<file path="src/ccpu_regs.vh">
// Purpose: register map, field positions and mode codes of the capture/compare/pwm pair
// Assumes: apb with 32-bit data, one aligned word per register
// Notes:   definitions only
`ifndef CCPU_REGS_VH
`define CCPU_REGS_VH

// ---------------------------------------------------------------
// register byte offsets
// ---------------------------------------------------------------
`define CCPU_OFS_CTRL1     12'h000
`define CCPU_OFS_VAL1      12'h004
`define CCPU_OFS_CTRL2     12'h008
`define CCPU_OFS_VAL2      12'h00c
`define CCPU_OFS_STAT      12'h010
`define CCPU_OFS_MASK      12'h014
`define CCPU_OFS_TSEL      12'h018

// ---------------------------------------------------------------
// control fields and reset values
// ---------------------------------------------------------------
`define CCPU_MODE_MSB      3
`define CCPU_MODE_LSB      0
`define CCPU_DUTY_MSB      5
`define CCPU_DUTY_LSB      4
`define CCPU_CTRL_RST      6'h00
`define CCPU_VAL_RST       16'h0000

// ---------------------------------------------------------------
// mode codes
// ---------------------------------------------------------------
`define CCPU_M_OFF         4'h0
`define CCPU_M_TOGGLE      4'h2
`define CCPU_M_CAP_FALL    4'h4
`define CCPU_M_CAP_RISE    4'h5
`define CCPU_M_CAP_R4      4'h6
`define CCPU_M_CAP_R16     4'h7
`define CCPU_M_CMP_SET     4'h8
`define CCPU_M_CMP_CLR     4'h9
`define CCPU_M_CMP_IRQ     4'ha
`define CCPU_M_CMP_SPEV    4'hb

`endif

</file>
<file path="src/ccpu_unit.v">
// Purpose: one capture/compare/pwm unit, shared by the enhanced and the standard instance
// Assumes: pin input already synchronised, timers on sys_clk
// Notes:   enhanced pwm extras live elsewhere; this is the common core
`timescale 1ns/1ps
`include "ccpu_regs.vh"

module ccpu_unit (
  input  wire        sys_clk,
  input  wire        rst_n,
  input  wire [3:0]  mode,
  input  wire [1:0]  duty_low_bits,
  input  wire [15:0] timer_val,
  input  wire [7:0]  period_timer,
  input  wire [1:0]  period_frac,
  input  wire        pin_sync,
  input  wire        val_wr,
  input  wire [15:0] val_wdata,
  output reg  [15:0] val_q,
  output reg         pin_out_q,
  output reg         pin_oe_q,
  output reg         event_q,
  output reg         spev_q
);

  // ---------------------------------------------------------------
  // edge detect and prescaler
  // ---------------------------------------------------------------
  reg        pin_prev_q;
  reg  [3:0] presc_q;
  reg  [3:0] mode_prev_q;
  wire       rise     = pin_sync & ~pin_prev_q;
  wire       fall     = ~pin_sync & pin_prev_q;
  wire       is_cap   = (mode[3:2] == 2'b01);
  wire       is_cmp   = (mode[3:2] == 2'b10) || (mode == `CCPU_M_TOGGLE);
  wire       is_pwm   = (mode[3:2] == 2'b11);
  wire       entered  = (mode != mode_prev_q);
  wire       match    = (timer_val == val_q);
  wire [9:0] duty     = {val_q[7:0], duty_low_bits};
  reg        cap_ev;

  always @* begin
    case (mode)
      `CCPU_M_CAP_FALL: cap_ev = fall;
      `CCPU_M_CAP_RISE: cap_ev = rise;
      `CCPU_M_CAP_R4:   cap_ev = rise && (presc_q[1:0] == 2'h3); // RQ6
      `CCPU_M_CAP_R16:  cap_ev = rise && (presc_q == 4'hf);     // RQ7
      default:          cap_ev = 1'b0;
    endcase
  end

  always @(posedge sys_clk or negedge rst_n) begin
    if (!rst_n) begin
      pin_prev_q  <= 1'b0;
      presc_q     <= 4'h0;
      mode_prev_q <= 4'h0;
      val_q       <= `CCPU_VAL_RST;
      pin_out_q   <= 1'b0;
      pin_oe_q    <= 1'b0;
      event_q     <= 1'b0;
      spev_q      <= 1'b0;
    end else begin
      pin_prev_q  <= pin_sync;
      mode_prev_q <= mode;
      event_q     <= 1'b0;
      spev_q      <= 1'b0;
      if (!is_cap)
        presc_q <= 4'h0; // RQ13
      else if (rise)
        presc_q <= presc_q + 4'h1;
      // later captures overwrite unread ones
      if (val_wr)
        val_q <= val_wdata;
      else if (is_cap && cap_ev) begin
        val_q   <= timer_val; // RQ2 RQ12 RQ14
        event_q <= 1'b1;      // RQ12
      end
      // RQ5 RQ10: 0000 idles the unit, 0001/0011 do nothing
      if (mode == `CCPU_M_OFF) begin
        pin_out_q <= 1'b0;
        pin_oe_q  <= 1'b0;
      end else if (is_cmp) begin
        pin_oe_q <= (mode != `CCPU_M_CMP_IRQ) && (mode != `CCPU_M_CMP_SPEV);
        if (entered && mode == `CCPU_M_CMP_SET)
          pin_out_q <= 1'b0; // RQ8
        else if (entered && mode == `CCPU_M_CMP_CLR)
          pin_out_q <= 1'b1; // RQ8
        else if (match && !entered) begin
          event_q <= 1'b1; // RQ8
          case (mode)
            `CCPU_M_TOGGLE:   pin_out_q <= ~pin_out_q;
            `CCPU_M_CMP_SET:  pin_out_q <= 1'b1; // RQ8
            `CCPU_M_CMP_CLR:  pin_out_q <= 1'b0; // RQ8
            `CCPU_M_CMP_SPEV: spev_q    <= 1'b1; // RQ11
            default:          pin_out_q <= pin_out_q;
          endcase
        end
      end else if (is_pwm) begin
        // RQ9 RQ11 RQ14: 10-bit duty against the 8-bit period timer plus fraction
        pin_oe_q  <= 1'b1;
        pin_out_q <= ({period_timer, period_frac} < duty);
      end else
        pin_oe_q <= 1'b0;
    end
  end

endmodule // ccpu_unit

</file>
<file path="src/ccpu_top.v">
// Purpose: apb-attached pair of capture/compare/pwm units
// Assumes: timers and period counter come from elsewhere on sys_clk
// Notes:   pin inputs pass two flops; enhanced pwm extras are outside
//
// Behaviour
// [RQ1] two independent units, each with its own control register
// [RQ2] each unit has one 16-bit value register for capture, compare or duty
// [RQ3] first unit is the enhanced variant with standard capture and compare
// [RQ4] second unit is standard: capture, compare and basic pwm only
// [RQ5] capture and compare logic is one shared implementation
// [RQ6] mode 0110 captures every fourth rising edge via prescaler
// [RQ7] mode 0111 captures every sixteenth rising edge
// [RQ8] 1000 low then high on match, 1001 reverse; both set event flag
// [RQ9] control bits 5:4 are duty low bits; value low byte holds upper eight
// [RQ10] mode 0000 disables and resets unit; 0001 and 0011 do nothing
// [RQ11] modes 11xx are pwm; 1011 match raises special event trigger
// [RQ12] capture sets event flag cleared by software; new capture overwrites
// [RQ13] prescaler clears when unit off or not capturing, and on reset
// [RQ14] capture/compare use a selected 16-bit timer; pwm uses 8-bit period timer
`timescale 1ns/1ps
`include "ccpu_regs.vh"

module ccpu_top (
  input  wire        sys_clk,
  input  wire        rst_n,
  input  wire        psel,
  input  wire        penable,
  input  wire        pwrite,
  input  wire [11:0] paddr,
  input  wire [31:0] pwdata,
  output reg  [31:0] prdata,
  output reg         pready,
  output reg         pslverr,
  input  wire [15:0] timebase_one,
  input  wire [15:0] timebase_three,
  input  wire [7:0]  period_timer,
  input  wire [1:0]  period_frac,
  input  wire        enh_pin_in,
  input  wire        std_pin_in,
  output reg         enh_pin_out,
  output reg         enh_pin_oe,
  output reg         std_pin_out,
  output reg         std_pin_oe,
  output reg         timer_reset_q,
  output reg         adc_start_q,
  output reg         irq_q
);

  // ---------------------------------------------------------------
  // registers
  // ---------------------------------------------------------------
  reg  [5:0]  ctrl_q [0:1];
  reg  [1:0]  stat_q;
  reg  [1:0]  mask_q;
  reg  [1:0]  tsel_q;
  reg  [1:0]  sync1_q;
  reg  [1:0]  sync2_q;
  wire [15:0] val    [0:1];
  wire [1:0]  pout;
  wire [1:0]  poe;
  wire [1:0]  ev;
  wire [1:0]  spev;
  wire [1:0]  pin_raw = {std_pin_in, enh_pin_in};
  wire        acc    = psel && penable && pready;
  wire        wr     = acc && pwrite;
  wire        known  = (paddr <= `CCPU_OFS_TSEL) && (paddr[1:0] == 2'b00);

  // ---------------------------------------------------------------
  // units: index 0 enhanced, index 1 standard
  // ---------------------------------------------------------------
  genvar g;
  generate
    for (g = 0; g < 2; g = g + 1) begin : g_unit
      wire [11:0] vofs = g ? `CCPU_OFS_VAL2 : `CCPU_OFS_VAL1;
      ccpu_unit u_unit ( // RQ1 RQ3 RQ4 RQ5
        .sys_clk      (sys_clk),
        .rst_n        (rst_n),
        .mode         (ctrl_q[g][`CCPU_MODE_MSB:`CCPU_MODE_LSB]),
        .duty_low_bits(ctrl_q[g][`CCPU_DUTY_MSB:`CCPU_DUTY_LSB]),
        .timer_val    (tsel_q[g] ? timebase_three : timebase_one), // RQ14
        .period_timer (period_timer),
        .period_frac  (period_frac),
        .pin_sync     (sync2_q[g]),
        .val_wr       (wr && paddr == vofs),
        .val_wdata    (pwdata[15:0]),
        .val_q        (val[g]),
        .pin_out_q    (pout[g]),
        .pin_oe_q     (poe[g]),
        .event_q      (ev[g]),
        .spev_q       (spev[g])
      );
    end
  endgenerate

  // ---------------------------------------------------------------
  // bus slave, status and interrupt
  // ---------------------------------------------------------------
  // no wait state; read data is registered during the setup cycle
  always @(posedge sys_clk or negedge rst_n) begin
    if (!rst_n) begin
      ctrl_q[0]     <= `CCPU_CTRL_RST;
      ctrl_q[1]     <= `CCPU_CTRL_RST;
      stat_q        <= 2'h0;
      mask_q        <= 2'h0;
      tsel_q        <= 2'h0;
      sync1_q       <= 2'h0;
      sync2_q       <= 2'h0;
      prdata        <= 32'h0000_0000;
      pready        <= 1'b0;
      pslverr       <= 1'b0;
      enh_pin_out   <= 1'b0;
      enh_pin_oe    <= 1'b0;
      std_pin_out   <= 1'b0;
      std_pin_oe    <= 1'b0;
      timer_reset_q <= 1'b0;
      adc_start_q   <= 1'b0;
      irq_q         <= 1'b0;
    end else begin
      sync1_q       <= pin_raw;
      sync2_q       <= sync1_q;
      enh_pin_out   <= pout[0];
      enh_pin_oe    <= poe[0];
      std_pin_out   <= pout[1];
      std_pin_oe    <= poe[1];
      timer_reset_q <= |spev; // RQ11
      adc_start_q   <= spev[1]; // RQ11
      pready        <= psel && !penable;
      pslverr       <= psel && !penable && !known;
      if (psel && !penable) begin
        case (paddr)
          `CCPU_OFS_CTRL1: prdata <= {26'h0, ctrl_q[0]};
          `CCPU_OFS_VAL1:  prdata <= {16'h0, val[0]};
          `CCPU_OFS_CTRL2: prdata <= {26'h0, ctrl_q[1]};
          `CCPU_OFS_VAL2:  prdata <= {16'h0, val[1]};
          `CCPU_OFS_STAT:  prdata <= {30'h0, stat_q};
          `CCPU_OFS_MASK:  prdata <= {30'h0, mask_q};
          `CCPU_OFS_TSEL:  prdata <= {30'h0, tsel_q};
          default:         prdata <= 32'h0000_0000;
        endcase
      end
      if (wr && paddr == `CCPU_OFS_CTRL1) ctrl_q[0] <= pwdata[5:0]; // RQ1 RQ9
      if (wr && paddr == `CCPU_OFS_CTRL2) ctrl_q[1] <= pwdata[5:0]; // RQ1 RQ9
      if (wr && paddr == `CCPU_OFS_MASK)  mask_q    <= pwdata[1:0];
      if (wr && paddr == `CCPU_OFS_TSEL)  tsel_q    <= pwdata[1:0];
      // set wins over a same-cycle write-one clear
      stat_q <= (stat_q & ~((wr && paddr == `CCPU_OFS_STAT) ? pwdata[1:0] : 2'h0)) | ev; // RQ12
      irq_q  <= |(stat_q & mask_q);
    end
  end

endmodule // ccpu_top

</file>
<file path="config.mk">
export PLATFORM = sky130hd
export DESIGN_NAME = ccpu_top
export DESIGN_NICKNAME = d
export VERILOG_FILES = /design/src/ccpu_unit.v /design/src/ccpu_top.v
export VERILOG_INCLUDE_DIRS = /design/src
export SDC_FILE = /design/constraint.sdc
export NUM_CORES = 1
export LEC_CHECK = 0
export ABC_AREA = 1
export BUFFER_PORTS_ARGS = -buffer_cell sky130_fd_sc_hd__clkbuf_2
export CAP_MARGIN = 20
export CORE_ASPECT_RATIO = 0.6
export CORE_UTILIZATION = 35
export CTS_BUF_LIST = sky130_fd_sc_hd__clkbuf_8
export DETAILED_ROUTE_END_ITERATION = 6
export PLACE_DENSITY_LB_ADDON = 0.08
export SLEW_MARGIN = 15
export SYNTH_ARGS = -nofsm -noshare
export SYNTH_HDL_FRONTEND = slang
export SYNTH_SLANG_ARGS = --single-unit
</file>
<file path="constraint.sdc">
create_clock -name sys_clk -period 2.8 [get_ports sys_clk]
set_input_delay 0.28 -clock sys_clk [delete_from_list [all_inputs] [get_ports sys_clk]]
set_output_delay 0.28 -clock sys_clk [all_outputs]
set_load 0.01 [all_outputs]
</file>
==> results.yml, run 1 <==
cells_and_area:
  fill_cells: 1937
  design_area_sq_um: 7490
  final_nets: 1085
  area_delta_synth_final_pct: 14.2
  multi_input_area_sq_um: 3220
  final_util_pct: 41.1
  fin_cells: 1217
  antenna_cells: 0
  drive_gt1_share_pct: 18.8
  regArea_sq_um: 2630
floorplanning:
  die-area_sq_um: 19300
  core_area_sq_um: 18200
  die_y_um: 108
  die_x_um: 179
  start_util_pct: 36.0
  rows: 38
  pin_count: 134
placed_design:
  dpl_worst_slack_ns: 0.607
  hpwl_um: 15100
  dp.cells: 1198
  numPortBuffers: 101
  dpl_cell_area_sq_um: 7230
  gp_congestion: 0.843
cts:
  numCtsBuffers: 9
  post_cts_buffers: 0
  htreeDepth: 3
  worstSkewPairLatency_ns: 0.37
  clkTransAtPathRegs_ns: 0.10
  cts-root-buf: "clkbuf_8"
  cts_buffer_depth: 2
  cts_tree: "yes"
  cts_sinks: 105
synthesis:
  synth_top_area_cell: "dfrtp_1"
  synth_edf_count: 0
  ys.flop_type: "dfrtp_1"
  yosysMostFrequentCell: "nand2_1"
  async_flop_share_pct: 100
  ys_seq_area_share_pct: 40.1
  yosysWarnings: 0
  yosysTopAreaCellShare_pct: 40.1
  syn_avg_cell_area_sq_um: 7.53
  synth.top_cells.by_count: "291 x nand2_1, 116 x inv_1, 105 x dfrtp_1"
  synth_cell_types: 46
  synth_seq_cells: 105
  synth_cells: 870
  syn-cell-area_sq_um: 6560
  synth_area_leaders: "dfrtp_1 40%, nand2_1 17%, inv_1 6.6%, ha_1 3.8%, nand3_1 3.3%"
setup_path:
  critPathMaxFanout: 14
  required_ns: 3.07
  cp-end-kind: "flop"
  critPathLaunchType: "flop"
  path_class: "reg2reg"
  arrival_ns: 2.51
timing:
  worst_slew_pin_slew_ns: 0.729
  finalWorstSetupSlack_ns: 0.554
  finalSetupViolCount: 0
  period_needed_ns: 2.25
  tns_ns: 0
  hold_violations: 0
  fin_hold_ws_ns: 0.187
  max_freq_mhz: 445
  finalCritPeriodShare_pct: 80.2
  rsz0062_at_grt: "false"
  slew_viol_final: 0
  fin_skew_ns: 0.0129
  slew_headroom_pct: 51.4
route:
  viasPerCell: 4.76
  num_vias: 5793
  wl_um: 19400
  drc: 0
  drt_first_pass_iters: 5
  wl_per_cell_um: 16.0
  drt_iter0_drc: 456
  drtAntennaViolNets: 0
hold_path:
  worst_hold_path_type: "in2reg"
pwr:
  finalPower_mw: 2.91
  leakage_nw: 3.97
  power_density_nw_per_um2: 389
  max-vdd-ir-drop_mv: 0.186
status:
  status: "finished clean"
grt:
  antenna_found_initial: 0
  grt_pass1_wl_um: 30400
  grt_pass1_vias: 5214
  gr-usage-all-layers_pct: 21.3
  grt_max_degree: 53
  grt_overflow: 0
run:
  maxCapViolCount: 0
what timing repair did:
item,in CTS,in global routing
endpoints found under the hold margin,52,0
resized for setup,0,0
hold buffers,3,0
report_power, final:
group          internal [mW]  total (mW)  switching [mW]
Combinational          0.104       0.301           0.197
Sequential              1.53        1.53         0.00628
Clock                  0.533        1.08           0.545
layout by cell type, fill, tap and decap left out, drive strengths merged:
cell type    synthesis  routed
a31oi                1       1
conb                 1      16
nor3                 6       6
bufinv               0       2
nor4                 4       4
or2                  4       4
xor2                19      19
o21a                 1       1
o221ai              17      17
nand4               11      11
o311ai               1       1
inv                125     127
ha                  20      20
clkinvlp             0       1
o22ai               17      17
xnor2                2       2
o21bai               3       3
dlygate4sd3          0       3
nor2                57      57
nand2              308     308
clkinv               1       2
and3                 1       1
clkbuf               6     110
a211oi               1       1
buf                 33      12
a21oi               17      17
nand3               47      47
dfrtp              105     105
o21ai               43      43
o211ai              19      19
critical path: stages, from the launching register on:
cell and delay (ns):
dfrtp_1 0.68, buf_4 0.31, nand2_1 0.08, o21ai_2 0.09
xor2_1 0.22, nand4_1 0.14, nor2_1 0.19, nand3_2 0.17
nand2_2 0.10, nand2_1 0.05, nand2_1 0.05, nand2_1 0.05
state kept, by name (all words and copies together), names as in the netlist, 2 cells and up:
register	flops
g_unit.u_unit.presc_q	8
g_unit.u_unit.mode_prev_q	8
g_unit.u_unit.spev_q	2
g_unit.u_unit.pin_oe_q	2
sync2_q	2
g_unit.u_unit.val_q	32
g_unit.u_unit.pin_out_q	2
sync1_q	2
stat_q	2
tsel_q	2
mask_q	2
prdata	16
g_unit.u_unit.event_q	2
ctrl_q	12
g_unit.u_unit.pin_prev_q	2
cell families after synthesis:
family                   count (synthesis)  synth area share, %
buffers and inverters                  165                 11.6
XOR/XNOR                                21                 2.81
AND/OR/NAND/NOR                        438                 29.4
AO/OA/AOI/OAI                          120                 12.2
adder cells (fa/ha/maj)                 20                 3.82
flip-flops                             105                 40.1
other                                    1               0.0572
path summary, 6_finish.rpt:
path / from / end / slack, ns / cells past startpoint
worst max-delay path: tsel_q[1] / g_unit[1].u_unit.pin_out_q / 0.55 / 11
max in group asynchronous: rst_n / g_unit[1].u_unit.val_q[5] / 1.61 / 3
min in group asynchronous: rst_n / g_unit[0].u_unit.presc_q[1] / 0.49 / 2
worst min-delay path: pwdata[11] / g_unit[1].u_unit.val_q[11] / 0.19 / 3
worst max register to register: tsel_q[1] / g_unit[1].u_unit.pin_out_q / 0.55 / 11
worst min register to register: sync1_q[0] / sync2_q[0] / 0.36 / 0
area by class of cell:
class / instances / share of cell area (%)
inverters: 126 / 6.35
clock buffers: 10 / 1.84
repair buffers: 115 / 8.46
multi-input cells: 615 / 43.0
well taps: 240 / 4.01
clock inverters: 6 / 1.22
flip-flops and latches: 105 / 35.1
per-layer routing:
layer	up-vias	track usage, %	wire [um]
met5	-	0	0
met4	0	3.63	140
met3	12	4.89	1720
met2	220	26.6	6830
met1	2601	35.5	10800
li1	2960	-	-
Note: power is estimated with default switching activity, not from simulation.
==> run 2, diff against run 1 <==
--- a/config.mk
+++ b/config.mk
@@ -6,7 +6,7 @@
 export SDC_FILE = /design/constraint.sdc
 export NUM_CORES = 1
 export LEC_CHECK = 0
-export ABC_AREA = 1
+export ABC_AREA = 0
 export BUFFER_PORTS_ARGS = -buffer_cell sky130_fd_sc_hd__clkbuf_2
 export CAP_MARGIN = 20
 export CORE_ASPECT_RATIO = 0.6
==> constraint.sdc (replaced) <==
create_clock -name sys_clk -period 1.9 [get_ports sys_clk]
set_input_delay 0.19 -clock sys_clk [delete_from_list [all_inputs] [get_ports sys_clk]]
set_output_delay 0.19 -clock sys_clk [all_outputs]
set_load 0.01 [all_outputs]
==> run 2 against run 1 <==
Effect of this change:
- the flow now finishes with violations (negative setup slack)
- sequential power grew 47%
- sequential share of layout area shrank 5.0 points
- utilization grew 9.1 points
- cell count shrank 17%
- combinational power grew 86%
- largest cell class unchanged
- largest power group unchanged
- highest routed layer unchanged
==> results.yml, run 2 <==
status:
  status: "finished, violations left"
  violations: "negative setup slack"
setup_path:
  path_cells: "clkbuf_16, mux2i_4, xnor2_2, nor4_2, nand3_1, o21a_1, o31a_1"
  required_ns: 2.17
  critPathLaunchType: "flop"
  critPathMaxFanout: 6
  cpPeakStageDelay_ns: 0.47
  crit_slowest_cell: "dfrtp_2"
  arrival_ns: 2.39
  cp-end-kind: "flop"
  path_class: "reg2reg"
  r2r_cells: 7
cells_and_area:
  largest_reg_flops: 32
  area_delta_synth_final_pct: 38.1
  final_nets: 888
  layout_commonest_cell: "dfrtp_1"
  fill_cells: 1636
  top_regs: "g_unit.u_unit.val_q (32), prdata (16), ctrl_q (12)"
  top_register: "g_unit.u_unit.val_q"
  antenna_cells: 0
  final_cell_mix: "103 x dfrtp_1, 101 x clkbuf_2, 71 x buf_4, 44 x mux2i_1, 40 x nand2_1"
  drive_gt1_share_pct: 45.4
  final_util_pct: 50.2
timing:
  finalCritPeriodShare_pct: 111
  worst_slew_pin_slew_ns: 0.620
  hold_violations: 0
  fin_skew_ns: 0.0176
  fin_hold_ws_ns: 0.0464
  finalWorstSetupSlack_ns: -0.214
  period_needed_ns: 2.11
  max_freq_mhz: 473
  slew_viol_final: 0
  slew_headroom_pct: 58.6
  finalSetupViolCount: 15
  rsz0062_at_grt: "true"
synthesis:
  ys_seq_area_share_pct: 41.5
  synth_top_area_cell: "dfrtp_1"
  synth.area.mux_share_pct: 18.7
  synth_seq_cells: 105
  synth_edf_count: 0
  synth.top_cells.by_count: "105 x dfrtp_1, 66 x mux2i_1, 47 x o21ai_0"
  async_flop_share_pct: 100
  ys.flop_type: "dfrtp_1"
  yosysTopAreaCellShare_pct: 41.5
  synth-compound-area-share_pct: 11.5
  synthAdderAreaFrac_pct: 3.96
  synth_xor_area_share_pct: 6.65
  synthSimpleGateAreaFrac_pct: 11.3
  syn_avg_cell_area_sq_um: 10.7
  synth_top_family_by_area: "multiplexers"
  syn-cell-area_sq_um: 6320
  synth_cells: 593
  synth_area_leaders: "dfrtp_1 42%, mux2i_1 10%, xnor2_1 6.1%, mux2_2 5.5%, ha_1 4.0%"
  yosysWarnings: 0
  synth_cell_types: 56
  yosysMostFrequentCell: "dfrtp_1"
pwr:
  netSwitchingFraction_pct: 27.3
  p_comb_share_pct: 12.5
  pwr-share-seq_pct: 50.4
  power_density_nw_per_um2: 512
  leakage_nw: 3.96
  pwr-share-clk_pct: 37.1
  p_sw_mw: 1.22
  internal-power_mw: 3.26
  max-vdd-ir-drop_mv: 0.275
grt:
  grt_overflow: 0
  grt_pass1_vias: 5235
  gr-usage-all-layers_pct: 21.6
  grt_max_degree: 37
  antenna_found_initial: 0
  grt_pass1_wl_um: 29900
route:
  drtAntennaViolNets: 0
  drt_iter0_drc: 324
  wl_um: 20300
  drt_first_pass_iters: 5
  num_vias: 5196
  wl_met1_um: 10900
  viasPerCell: 5.12
  top_layer: "met4"
  wl_per_cell_um: 20.1
  drc: 0
  route.met3.wl_um: 737
  met2_length_um: 8470
floorplanning:
  die_x_um: 176
  die_y_um: 106
  core_area_sq_um: 17400
  die-area_sq_um: 18600
  start_util_pct: 36.3
  rows: 37
  pin_count: 134
hold_path:
  min_path_cells: 2
  worst_hold_path_type: "in2reg"
cts:
  cts_sinks: 105
  cts-root-buf: "clkbuf_8"
  numCtsBuffers: 9
  worstSkewPairLatency_ns: 0.39
  clkTransAtPathRegs_ns: 0.12
  cts_tree: "yes"
  htreeDepth: 3
  cts_buffer_depth: 2
placed_design:
  numPortBuffers: 101
  gp_congestion: 0.852
  hpwl_um: 14700
run:
  maxCapViolCount: 0
[run 2: changes by cell type in the layout (fill, tap and decap cells not counted), moves of 17 or more]
| cell | change |
|---|---|
| nand3_1 | -38 |
| mux2_4 | +19 |
| nand2_1 | -251 |
| xnor2_1 | +28 |
| mux2_2 | +21 |
| nor2_1 | -28 |
| o221ai_1 | -17 |
| buf_4 | +60 |
| mux2i_1 | +44 |
| inv_1 | -90 |
[run 2: cells by family after synthesis]
family          after synthesis
simple gates                122
compound gates              113
mux                         111
flops                       105
buf+inv                      73
xor+xnor                     48
fa+ha+maj                    20
other cells                   1
[run 2: per-layer routing]
metal | vias to the layer above | track usage, %
li1 | 2443 | -
met4 | 0 | 4.29
met2 | 124 | 30.7
met3 | 14 | 4.01
met1 | 2615 | 33.5
met5 | - | 0
[run 2: worst max-delay path: cells and delay by family, from the launching register on]
kind | cells | cell delay (ns)
simple gates | 2 | 0.44
compound gates | 2 | 0.51
xor+xnor | 1 | 0.11
mux | 1 | 0.27
buf+inv | 1 | 0.20
flops | 1 | 0.47
[run 2: layout make-up]
class                           count  area, sq um  area share, %
Tap cell                          234          293           3.35
Clock buffer                        9          124           1.42
Multi-Input combinational cell    430         4010           45.9
Sequential cell                   105         2630           30.1
Clock inverter                      7          111           1.28
Timing Repair Buffer              199         1450           16.6
Inverter                           30          116           1.33
[run 2: power groups by stage]
stage / registers (mW) / logic (mW) / clock network, mW
floorplan: 2.30 / 0.203 / 0
global placement: 2.30 / 0.459 / 0
detailed placement: 2.30 / 0.465 / 0
CTS: 2.25 / 0.503 / 1.71
global route: 2.26 / 0.601 / 1.78
finish: 2.25 / 0.560 / 1.66
[run 2: through the flow]
| step | setup TNS (ns) | setup slack (ns) | power [mW] | area, sq um | cells |
|---|---|---|---|---|---|
| 3_3_place_gp | -0.667 | -0.150 | 2.76 | 7500 | 970 |
| 3_5_place_dp | -1.33 | -0.193 | 2.76 | 7500 | 970 |
| 2_1_floorplan | 0 | 0.0336 | 2.50 | 6380 | 608 |
| 5_1_grt | -2.77 | -0.297 | 4.64 | 8730 | 1014 |
| 6_report | -0.892 | -0.214 | 4.48 | 8730 | 1014 |
| 4_1_cts | -0.534 | -0.142 | 4.47 | 8140 | 1001 |
[run 2: what timing repair did]
item                                    in CTS  in global routing
buffers inserted                            10                 13
pin swaps                                   13                 12
hold buffers                                 3                  0
endpoints found under the setup margin      30                 35
resized for setup                           48                110
endpoints found under the hold margin       35                  0
gates cloned                                 2                  2
[run 2: worst paths after layout]
| check | start | end | slack [ns] |
|---|---|---|---|
| setup / recovery | tsel_q[1] | g_unit[1].u_unit.pin_out_q | -0.21 |
| hold / removal | pwdata[8] | g_unit[0].u_unit.val_q[8] | 0.05 |
| setup reg to reg | tsel_q[1] | g_unit[1].u_unit.pin_out_q | -0.21 |
| hold reg to reg | sync1_q[0] | sync2_q[0] | 0.36 |
| max in group asynchronous | rst_n | g_unit[0].u_unit.mode_prev_q[2] | 1.01 |
| min in group asynchronous | rst_n | mask_q[1] | 0.33 |
==> run 3, diff against run 2 <==
--- a/config.mk
+++ b/config.mk
@@ -11,7 +11,7 @@
 export CAP_MARGIN = 20
 export CORE_ASPECT_RATIO = 0.6
 export CORE_UTILIZATION = 35
-export CTS_BUF_LIST = sky130_fd_sc_hd__clkbuf_8
+export CTS_BUF_LIST = sky130_fd_sc_hd__clkbuf_2
 export DETAILED_ROUTE_END_ITERATION = 6
 export PLACE_DENSITY_LB_ADDON = 0.08
 export SLEW_MARGIN = 15
==> run 3 against run 2 <==
Effect of this change:
- the run still ends with negative setup slack left
- clock-buffer cell count unchanged
- non-clock buffer count up 16
- critical path type unchanged
- fmax down 0.96%
- flip-flop and latch count unchanged
- clock power down 19%
- setup slack worse by 0.021 ns
- first-iteration DRC count down 12%
==> results.yml, run 3 (synthesized netlist as in run 2, its figures left out) <==
cts:
  worstSkewPairLatency_ns: 0.63
  numCtsBuffers: 9
  cts_tree: "yes"
  htreeDepth: 3
  cts_buffer_depth: 2
  cts_sinks: 105
  clkTransAtPathRegs_ns: 0.33
  cts-root-buf: "clkbuf_2"
placed_design:
  numPortBuffers: 101
  dp.cells: 970
  dpl_worst_slack_ns: -0.193
  gp_congestion: 0.852
  dpl_cell_area_sq_um: 7500
  hpwl_um: 14700
timing:
  slew_headroom_pct: 59.6
  worst_slew_pin_slew_ns: 0.605
  fin_hold_ws_ns: 0.0705
  fin_skew_ns: 0.0351
  slew_viol_final: 0
  finalWorstSetupSlack_ns: -0.235
  hold_violations: 0
  finalCritPeriodShare_pct: 112
  rsz0062_at_grt: "true"
  max_freq_mhz: 468
  period_needed_ns: 2.13
  finalSetupViolCount: 8
route:
  num_vias: 5269
  drt_iter0_drc: 285
  drtAntennaViolNets: 0
  wl_um: 20000
  drt_first_pass_iters: 5
  wl_per_cell_um: 19.5
  viasPerCell: 5.12
  drc: 0
floorplanning:
  start_util_pct: 36.3
  die_y_um: 106
  core_area_sq_um: 17400
  pin_count: 134
  rows: 37
  die-area_sq_um: 18600
  die_x_um: 176
setup_path:
  r2r_cells: 7
  r2r-end: "g_unit[0].u_unit.pin_out_q"
  arrival_ns: 2.69
  crit_start: "tsel_q[0]"
  r2r_setup_slack_ns: -0.23
  required_ns: 2.45
  r2r_start: "tsel_q[0]"
  cp-end-kind: "flop"
  crit_end: "g_unit[0].u_unit.pin_out_q"
  path_class: "reg2reg"
  critPathMaxFanout: 11
  critPathLaunchType: "flop"
cells_and_area:
  top_regs: "g_unit.u_unit.val_q (32), prdata (16), ctrl_q (12)"
  drive_gt1_share_pct: 42.1
  multi_input_area_sq_um: 3860
  largest_reg_flops: 32
  design_area_sq_um: 8700
  final_cell_mix: "109 x clkbuf_2, 105 x dfrtp_1, 66 x buf_4, 51 x mux2i_1, 41 x nand2_1"
  layout_commonest_cell: "clkbuf_2"
  top_register: "g_unit.u_unit.val_q"
  regArea_sq_um: 2630
  fin_cells: 1030
  final_nets: 904
  area_delta_synth_final_pct: 37.5
  antenna_cells: 0
  fill_cells: 1646
pwr:
  power_density_nw_per_um2: 480
  leakage_nw: 3.97
  max-vdd-ir-drop_mv: 0.221
  finalPower_mw: 4.17
grt:
  antenna_found_initial: 0
  gr-usage-all-layers_pct: 21.6
  grt_pass1_wl_um: 30000
  grt_pass1_vias: 5309
  grt_max_degree: 37
  grt_overflow: 0
run:
  maxCapViolCount: 0
hold_path:
  worst_hold_path_type: "in2reg"
  min_path_cells: 4
status:
  violations: "negative setup slack"
  status: "finished, violations left"
-- run 3: worst min path at each step --
stage	end	startpoint
3_5_place_dp	pslverr	rst_n
3_3_place_gp	pslverr	rst_n
6_report	stat_q[0]	paddr[3]
2_1_floorplan	adc_start_q	rst_n
5_1_grt	stat_q[0]	paddr[3]
4_1_cts	g_unit[0].u_unit.val_q[7]	timebase_one[7]
-- run 3: where the power goes --
part	switching (mW)	internal, mW
sequential	0.00885	2.26
combinational	0.312	0.258
clock	0.872	0.467
-- run 3: critical path: stages, from the launching register on --
cell     delay (ns)
dfrtp_1        0.52
buf_12         0.19
mux2i_1        0.31
xnor2_1        0.13
nor4_2         0.24
nand3_1        0.18
o21a_1         0.22
o31a_1         0.28
-- run 3: routing by layer --
metal	track usage [%]	wire (um)	vias up
met4	3.91	158	0
met1	33.3	10700	2644
met3	3.90	734	14
met2	31.3	8450	133
met5	0	0	-
li1	-	-	2478
-- run 3: repair_timing --
item | in CTS | in global routing
gates resized for setup | 45 | 87
setup buffers | 8 | 11
pin swaps | 8 | 22
hold endpoints to repair | 159 | 2
hold buffers | 23 | 1
endpoints found under the setup margin | 34 | 40
gates cloned | 1 | 1
-- run 3: layout make-up --
| type | count | share of cell area (%) |
|---|---|---|
| tap | 234 | 3.37 |
| sequential | 105 | 30.2 |
| clock inverter | 7 | 1.28 |
| inverter | 30 | 1.34 |
| multi-input combinational | 430 | 44.4 |
| timing repair buffer | 215 | 18.8 |
| clock buffer | 9 | 0.518 |
-- run 3: metrics by stage --
stage	setup TNS [ns]	util [%]
finish	-0.971	50.0
global route	-2.74	50.0
CTS	-0.581	47.1
detailed placement	-1.33	43.1
global placement	-0.667	43.1
floorplan	0	-
